### src/cplmc_pkg.sv
// Purpose: Shared constants for the programmable macrocell block.
// Assumes: One system clock; all pins are sampled synchronously to it.
// Notes:   The list below summarises the behaviour that the block keeps.
//
// Contract
// - Flip-flop is configurable as data-capture or toggle type.
// - Flip-flop triggers on rising or falling edge, chosen per macrocell.
// - Flexible clock is either pin-driven or generated by a logic equation.
// - Two shared control terms drive the preset and reset of the flip-flop.
// - Preset and reset can be disabled, leaving the flip-flop unaffected.
// - Power-on reset leaves the flip-flop at logic zero.
// - Four further shared terms are selectable as output-enable source.
// - Output buffer may instead be permanently enabled or disabled.
// - Enabled global float pin held low tri-states every output.
// - Two feedbacks: macrocell value before buffer, pin value after it.
// - An input pin has its buffer off and feeds back through the pin path.
// - A pin used as input still leaves macrocell feedback available.
// - Each shared control term is configurable as sum or product term.

package cplmc_pkg;

    // Number of shared control terms and their roles.
    localparam int unsigned NUM_TERMS        = 6;
    localparam int unsigned TERM_PRESET      = 0;
    localparam int unsigned TERM_RESET       = 1;
    localparam int unsigned TERM_OE_BASE     = 2;
    localparam int unsigned NUM_OE_TERMS     = 4;

    // Default width of the routed input vector of a control term.
    localparam int unsigned TERM_INPUTS_DEF  = 36;

    // Output-enable source codes; codes below ALWAYS_ON pick a term.
    localparam logic [2:0]  OE_SEL_ALWAYS_ON  = 3'h4;
    localparam logic [2:0]  OE_SEL_ALWAYS_OFF = 3'h5;

    // Clock source selection codes.
    localparam logic        CLK_SEL_PIN      = 1'h0;
    localparam logic        CLK_SEL_FLEX     = 1'h1;

    // Edge selection codes.
    localparam logic        EDGE_RISING      = 1'h0;
    localparam logic        EDGE_FALLING     = 1'h1;

    // Storage mode codes.
    localparam logic        MODE_DATA        = 1'h0;
    localparam logic        MODE_TOGGLE      = 1'h1;

    // Value the flip-flop and output enable take at power-on reset.
    localparam logic        FF_RESET_VALUE   = 1'h0;
    localparam logic        OE_RESET_VALUE   = 1'h0;

endpackage : cplmc_pkg

### src/cplmc_macrocell.sv
// Purpose: One macrocell with its flip-flop, clocking, control terms and I/O.
// Assumes: Both documented clocks arrive as levels sampled on clk_sys.
// Notes:   The flip-flop advances on detected edges of the chosen clock.

`timescale 1ns/100ps

module cplmc_macrocell
    import cplmc_pkg::*;
#(
    parameter int unsigned TERM_INPUTS = TERM_INPUTS_DEF
) (
    input  wire logic                        clk_sys,
    input  wire logic                        srst,
    input  wire logic                        sync_pin_clock,
    input  wire logic                        flexible_clock,
    input  wire logic                        flex_clock_logic,
    input  wire logic                        flex_clock_use_logic,
    input  wire logic                        clock_select,
    input  wire logic                        clock_edge,
    input  wire logic                        storage_mode,
    input  wire logic                        logic_in,
    input  wire logic                        preset_reset_disable,
    input  wire logic [TERM_INPUTS-1:0]      term_inputs,
    input  wire logic [NUM_TERMS-1:0][TERM_INPUTS-1:0] term_use,
    input  wire logic [NUM_TERMS-1:0]        term_is_sum,
    input  wire logic [2:0]                  oe_select,
    input  wire logic                        global_output_float_en,
    input  wire logic                        global_output_float_n,
    input  wire logic                        pin_in,
    output logic                             pin_out,
    output logic                             pin_oe,
    output logic                             macro_feedback,
    output logic                             pin_feedback
);

    // Refuse an oe code space or a term width the logic cannot serve.
    if (TERM_INPUTS < 1) begin : g_bad_inputs
        $error("TERM_INPUTS must be at least one.");
    end
    if (NUM_OE_TERMS > int'(OE_SEL_ALWAYS_ON)) begin : g_bad_oe
        $error("Output-enable term count exceeds the select code space.");
    end

    // Whole state of the macrocell.
    typedef struct packed {
        logic pin_clk_prev;
        logic flex_clk_prev;
        logic ff;
        logic oe;
        logic pin_fb;
    } cplmc_state_t;

    cplmc_state_t state;
    cplmc_state_t next_state;

    logic [NUM_TERMS-1:0] term_val;
    logic                 flex_src;
    logic                 pin_edge;
    logic                 flex_edge;
    logic                 active_edge;
    logic                 preset_act;
    logic                 reset_act;
    logic                 float_act;
    logic                 oe_sel_val;

    // Reports whether a sampled clock moved along the chosen edge.
    function automatic logic edge_seen(input logic cur,
                                       input logic prev,
                                       input logic falling);
        edge_seen = falling ? (prev & ~cur) : (cur & ~prev);
    endfunction : edge_seen

    // Six shared control terms built from the routed inputs.
    for (genvar t = 0; t < NUM_TERMS; t++) begin : g_term
        cplmc_term #(
            .WIDTH       (TERM_INPUTS)
        ) u_term (
            .term_in     (term_inputs),
            .term_use    (term_use[t]),
            .term_is_sum (term_is_sum[t]),
            .term_out    (term_val[t])
        );
    end

    // Clock source and edge detection for both clocks.
    always_comb begin
        // The pin clock is taken as supplied from outside.
        flex_src    = flex_clock_use_logic ? flex_clock_logic
                                           : flexible_clock;
        pin_edge    = edge_seen(sync_pin_clock, state.pin_clk_prev,
                                clock_edge);
        flex_edge   = edge_seen(flex_src, state.flex_clk_prev,
                                clock_edge);
        active_edge = (clock_select == CLK_SEL_FLEX) ? flex_edge
                                                     : pin_edge;
    end

    // Preset and reset from the first two terms, unless disabled.
    always_comb begin
        preset_act = ~preset_reset_disable
                     & term_val[TERM_PRESET];
        reset_act  = ~preset_reset_disable
                     & term_val[TERM_RESET];
    end

    // Output-enable source selection and global float override.
    always_comb begin
        float_act = global_output_float_en
                    & ~global_output_float_n;
        if (oe_select == OE_SEL_ALWAYS_ON) begin
            oe_sel_val = 1'h1;
        end else if (oe_select < OE_SEL_ALWAYS_ON) begin
            oe_sel_val = term_val[TERM_OE_BASE +
                                  int'(oe_select[1:0])];
        end else begin
            oe_sel_val = 1'h0;
        end
    end

    // Next-state logic for the flip-flop, buffer enable and feedback.
    always_comb begin
        next_state               = state;
        next_state.pin_clk_prev  = sync_pin_clock;
        next_state.flex_clk_prev = flex_src;
        // Reset wins over preset when both terms are high.
        if (reset_act) begin
            next_state.ff = 1'h0;
        end else if (preset_act) begin
            next_state.ff = 1'h1;
        end else if (active_edge) begin
            if (storage_mode == MODE_TOGGLE) begin
                next_state.ff = state.ff ^ logic_in;
            end else begin
                next_state.ff = logic_in;
            end
        end
        next_state.oe     = oe_sel_val & ~float_act;
        next_state.pin_fb = pin_in;
    end

    // State register; power-on reset clears the flip-flop.
    always_ff @(posedge clk_sys) begin
        if (srst) begin
            state.pin_clk_prev  <= 1'h0;
            state.flex_clk_prev <= 1'h0;
            state.ff            <= FF_RESET_VALUE;
            state.oe            <= OE_RESET_VALUE;
            state.pin_fb        <= 1'h0;
        end else begin
            state <= next_state;
        end
    end

    // Outputs come straight from the state flip-flops.
    assign pin_out        = state.ff;
    assign macro_feedback = state.ff;
    assign pin_oe         = state.oe;
    assign pin_feedback   = state.pin_fb;
endmodule : cplmc_macrocell

### src/cplmc_term.sv
// Purpose: One shared control term, forming a sum or a product of inputs.
// Assumes: Pure combinational logic; the caller registers what it needs.
// Notes:   An empty product is one and an empty sum is zero.

`timescale 1ns/100ps

module cplmc_term #(
    parameter int unsigned WIDTH = 36
) (
    input  wire logic [WIDTH-1:0] term_in,
    input  wire logic [WIDTH-1:0] term_use,
    input  wire logic             term_is_sum,
    output logic                  term_out
);

    // Refuse a term with no inputs at all.
    if (WIDTH < 1) begin : g_bad_width
        $error("Control term width must be at least one.");
    end

    // Unused inputs are forced neutral for the chosen operator.
    always_comb begin
        if (term_is_sum) begin
            term_out = |(term_in & term_use);
        end else begin
            term_out = &(term_in | ~term_use);
        end
    end

endmodule : cplmc_term

### config.mk
export PLATFORM = sky130hd
export DESIGN_NAME = cplmc_macrocell
export DESIGN_NICKNAME = d
export VERILOG_FILES = /design/src/cplmc_pkg.sv /design/src/cplmc_macrocell.sv /design/src/cplmc_term.sv
export SDC_FILE = /design/constraint.sdc
export NUM_CORES = 1
export LEC_CHECK = 0
export BUFFER_PORTS_ARGS = -buffer_cell sky130_fd_sc_hd__buf_2
export CORE_AREA = 2 2 109 111
export DETAILED_ROUTE_END_ITERATION = 6
export DIE_AREA = 0 0 111 113
export PLACE_DENSITY = 0.6
export SYNTH_ARGS = -nofsm -noshare
export SYNTH_HDL_FRONTEND = slang
export SYNTH_SLANG_ARGS = --single-unit
### constraint.sdc
create_clock -name clk_sys -period 2.2 [get_ports clk_sys]
set_input_delay 0.22 -clock clk_sys [delete_from_list [all_inputs] [get_ports clk_sys]]
set_output_delay 0.22 -clock clk_sys [all_outputs]
set_load 0.05 [all_outputs]
* Word level (Yosys, flattened, before mapping) *
Index checks and enable logic that the tools add are counted.

word-level totals
  bits in registers = 5
  bits of input ports = 275
  output and inout port bits = 4
  word-level logic and storage cells = 74

operators by class
  $add $sub $neg = 1
  $lt $le $gt $ge = 2
  equal/unequal tests = 1
  mux-type cells = 17
  bitwise logic cells = 34
  reduce and logical (&&, ||, !) cells = 14

operator list
  operator                                                                      count
  36-bit AND                                                                    6
  36-bit inverter                                                               6
  36-bit OR                                                                     6
  36-bit AND reduction                                                          6
  36-bit OR reduction                                                           6
  1-bit 2-to-1 mux                                                              16
  1-bit AND                                                                     8
  1-bit inverter                                                                7
  3-bit by 4-bit less-than comparator with 1-bit output, second input constant  1
  2-bit by 2-bit adder with 3-bit output, first input constant                  1
  1-bit binary-select mux with 3-bit select                                     1
  3-bit equality test, second input constant                                    1
  3-bit less-than comparator, second input constant                             1
  2-bit nonzero test                                                            1
  2-bit OR reduction                                                            1
  1-bit bitwise XOR                                                             1

* Depth between registers and ports, before layout *
  word-level depth = 9
  depth in mapped cells = 7
  mapped depth without buffers = 6

* By module *
From an unflattened synthesis, not the netlist that was laid out.

second synthesis, totals
  cell total of the unflattened synthesis = 518
  area total of the unflattened synthesis = 3353.2 µm²

modules (own cells, without submodules)
  module           times used  cells an instance  area each (µm²)
  cplmc_term       6           81                 509.2
  cplmc_macrocell  1           32                 297.8

* Worst setup path before layout *
No wires, ideal clock.

  kind = input -> register
  from = input port term_inputs[23]
  to = register state, in the netlist macro_feedback
  data arrival time = 1.768 ns
  data required time = 2.062 ns
  setup slack = 0.294 ns
  stages = 7
  path buffers = 1
  cell sequence = buf_2 > inv_1 > a22o_1 > a221oi_1 > or3b_2 > o41ai_1 > a221oi_2

between the ends
  word-level cells in the longest chain between the ends = 5

RTL lines
  element                                                             RTL line                                        RTL
  start, declared                                                     cplmc_macrocell.sv:23                           input wire logic [TERM_INPUTS-1:0] term_inputs,
  36-bit OR / 36-bit AND (equally long branches)                      cplmc_term.sv:26, cplmc_term.sv:24
  36-bit AND reduction / 36-bit OR reduction (equally long branches)  cplmc_term.sv:26, cplmc_term.sv:24
  1-bit 2-to-1 mux                                                    cplmc_term.sv:23                                if (term_is_sum) begin
  1-bit AND, on equally long branches                                 cplmc_macrocell.sv:101, cplmc_macrocell.sv:103
  1-bit 2-to-1 mux (tied with other cells)                            cplmc_macrocell.sv:128                          end else if (preset_act) begin
  end signal, assigned                                                cplmc_macrocell.sv:150                          state <= next_state;
  end, declared                                                       cplmc_macrocell.sv:53                           cplmc_state_t state;

Parallel ways exist; a longest one is shown, timed or not.
A chain may end at the register's enable or synchronous reset.

* Final worst setup path *
  from = input port term_inputs[14]
  to = register state, in the netlist pin_oe

between the ends
  word-level cells in the longest chain between the ends = 8

RTL lines
  element                                                             RTL line                            RTL
  36-bit OR / 36-bit AND (equally long branches)                      cplmc_term.sv:26, cplmc_term.sv:24
  36-bit AND reduction / 36-bit OR reduction (equally long branches)  cplmc_term.sv:26, cplmc_term.sv:24
  1-bit 2-to-1 mux                                                    cplmc_term.sv:23
  1-bit binary-select mux with 3-bit select *                         cplmc_macrocell.sv:113              oe_sel_val = term_val[TERM_OE_BASE +
  1-bit 2-to-1 mux (implied by the code) *                            cplmc_macrocell.sv:113
  1-bit 2-to-1 mux *                                                  cplmc_macrocell.sv:112              end else if (oe_select < OE_SEL_ALWAYS_ON) begin
  1-bit 2-to-1 mux *                                                  cplmc_macrocell.sv:110              if (oe_select == OE_SEL_ALWAYS_ON) begin
  1-bit AND *                                                         cplmc_macrocell.sv:137              next_state.oe = oe_sel_val & ~float_act;

Mark *: on every way between the ends. The rest lies on a longest branch, timed or not. The select of a mux whose other input is x is not followed.

==> metrics.txt <==
Pwr per Cell Area 302.7 nW/µm²; Reg-to-Reg Start state[4]; Pre-antenna DRT Iters 6; FF-to-FF setup slack 0.73 ns; Seq/Total Area, Yosys 3.397%; CTS Buffer Depth 2; Top Family by Delay on Critical Path compound AO/OA/AOI/OAI gates; worst-path cell chain buf_2, a22o_1, a221oi_1, nand4_1, o41ai_1, a32oi_1, o41a_1; status completed; Synth area leader a22o_1; fraction of layout instances using a drive strength above 1 48.92%; instance count on the critical path 7; Post-CTS Hold Buffers 0; Worst Reg2Reg Path Length in Cells 5; Tightest Hold Check Type input port to flop; Worst-Margin Slew 0.4522 ns; CORE AREA 11270 µm²; gr ovfl total 0; Multi-input gate area 2547 µm²; initial antenna violation count 0; Total GRT Usage 41.94%; Slew Limit Fails 0; Worst VDD drop 0.3710 mV; Setup TNS 0 ns; H-tree lvl count 1; Synth top cells by count 56 x a22o_1, 56 x a22oi_1, 53 x nor2b_1; Setup crit end kind flop; skew final 0.00003177 ns; DRC violations left 0; CTS tree built; count of state elements after synthesis 5; RSZ-0062 raised after global routing no; Setup WS post-layout 0.2105 ns; CP max FO 5; required time of the critical path 2.31 ns; synth top area cells a22o_1 17%, a22oi_1 14%, a221oi_1 14%, nor2b_1 11%, inv_1 6.0%; Iter 0 DRT Violations 788; Final Setup Violations 0; area added between synthesis and finish 72.14%; GPL Wtd Cong 1.055; fin crit share 90.43%; Post-CTS Setup Bufs 0; Final Core Density 45.00%; Die ar. 12540 µm²; area occupied by registers 100.1 µm²; crit start category input port; first-pass GRT wire length 38790 µm; largest net degree at the start of global routing 10; total power 1.535 mW; # fillers 1218; Post-synth ARST share 0%; vias post-DR 5915; Synth warnings 0; Max Freq 0.5026 GHz; WS Path Type input port to flop; dpl cells 883; # diodes 0; number of global-route vias before repair 5926; worst hold slack 0.1984 ns; hpwl dp 23720 µm; slew margin rel. 69.47%; CP bufs+invs 1; CTS buffer count 3; die width 111 µm; worst-path cell with the longest stage delay o41ai_1; final count of hold timing violations 0; # Max-Cap Violations 0; slowest stage delay, CP 0.47 ns; leakage 2.600 nW; CP Launch Point term_inputs[14]; CP arrival 2.10 ns; cell area after synthesis 2947 µm²; number of synthesized flops with an enable pin 0; pre-CTS WS 0.02369 ns; nets 1020; Sink Count 5; Post-Syn Nets 689; post-route ant nets 0; clock root cell clkbuf_16; I/O pins 279; Reg clk slew, reported paths 0.04 ns; vias per cell 6.669; Syn Area/Cell 7.117 µm²; crit path capture pin_oe; Initial Util 26.14%; # rows 39; Die Span Y 113 µm; DP Area 4994 µm²; cell area after layout 5072 µm²; average routed wire per standard cell 31.11 µm; port buffer count 278; PostCTS Resize Cnt 0; fin crit period 1.990 ns; Synth Flop Type dfxtp_1; Final Non-Filler Cells 887; synth unique cells 43; R2R Path End macro_feedback; clk_lat worst skew 0.23 ns; final WL 27600 µm; synthesized instance count 414; Yosys top cell area share 16.65%
## kinds of logic (layout without fill, tap and decap cells)
logic type	Yosys count	in the layout	share of synthesized area [%]
and+or+nand+nor	114	114	23.40
buffers and inverters	76	406	10.15
AOI/OAI and AO/OA	218	218	62.72
DFF	5	5	3.397
muxes	1	1	0.3397
## metal layers
metal  vias to the layer above  part of all wire, %  GRT usage [%]
met5                         -                    0              0
met4                         0                  5.8          19.92
met3                       137                   13          11.30
met2                       596                   44          68.88
met1                      2759                   37          51.17
li1                       2423                    -              -
## power breakdown
group / total, mW / switching [mW] / leakage (nW) / internal (mW)
Clock: 0.308 / 0.0667 / 0.0382 / 0.241
Combinational: 1.13 / 0.633 / 2.52 / 0.494
Sequential: 0.101 / 0.00373 / 0.0415 / 0.0972
## worst register-to-register path, stage by stage, from the launching register on
cell and delay [ns]:
dfxtp_1 0.32, inv_1 0.04, o311ai_0 0.43, a31oi_1 0.14
a31o_2 0.24, a221oi_2 0.21
## sequential cells by signal (all words and copies together), names as in the netlist
| name | count |
|---|---|
| pin_feedback | 1 |
| state | 2 |
| pin_oe | 1 |
| macro_feedback | 1 |
## worst min path at each step
stage | start | endpoint | depth (start not counted)
2_1_floorplan | srst | macro_feedback | 1
3_3_place_gp | pin_in | pin_feedback | 2
3_5_place_dp | pin_in | pin_feedback | 2
4_1_cts | pin_in | pin_feedback | 2
5_1_grt | pin_in | pin_feedback | 2
6_report | pin_in | pin_feedback | 2
## cell usage in the layout, fill, tap and decap left out, types with 9 or more instances in the layout
cell type  count
a22o_1        56
buf_4         74
nand3_1        9
a221oi_1      47
nand4_1       18
a22oi_1       56
inv_1         47
nor2b_1       53
buf_2        278
a2111o_1      15
## cell type report
class,instances,area share (%)
well taps,143,3.527
flip-flops and latches,5,1.973
clock buffers,4,1.554
repair buffers,354,39.17
inverters,48,3.552
multi-input cells,333,50.22
(Power assumes the default switching activity.)
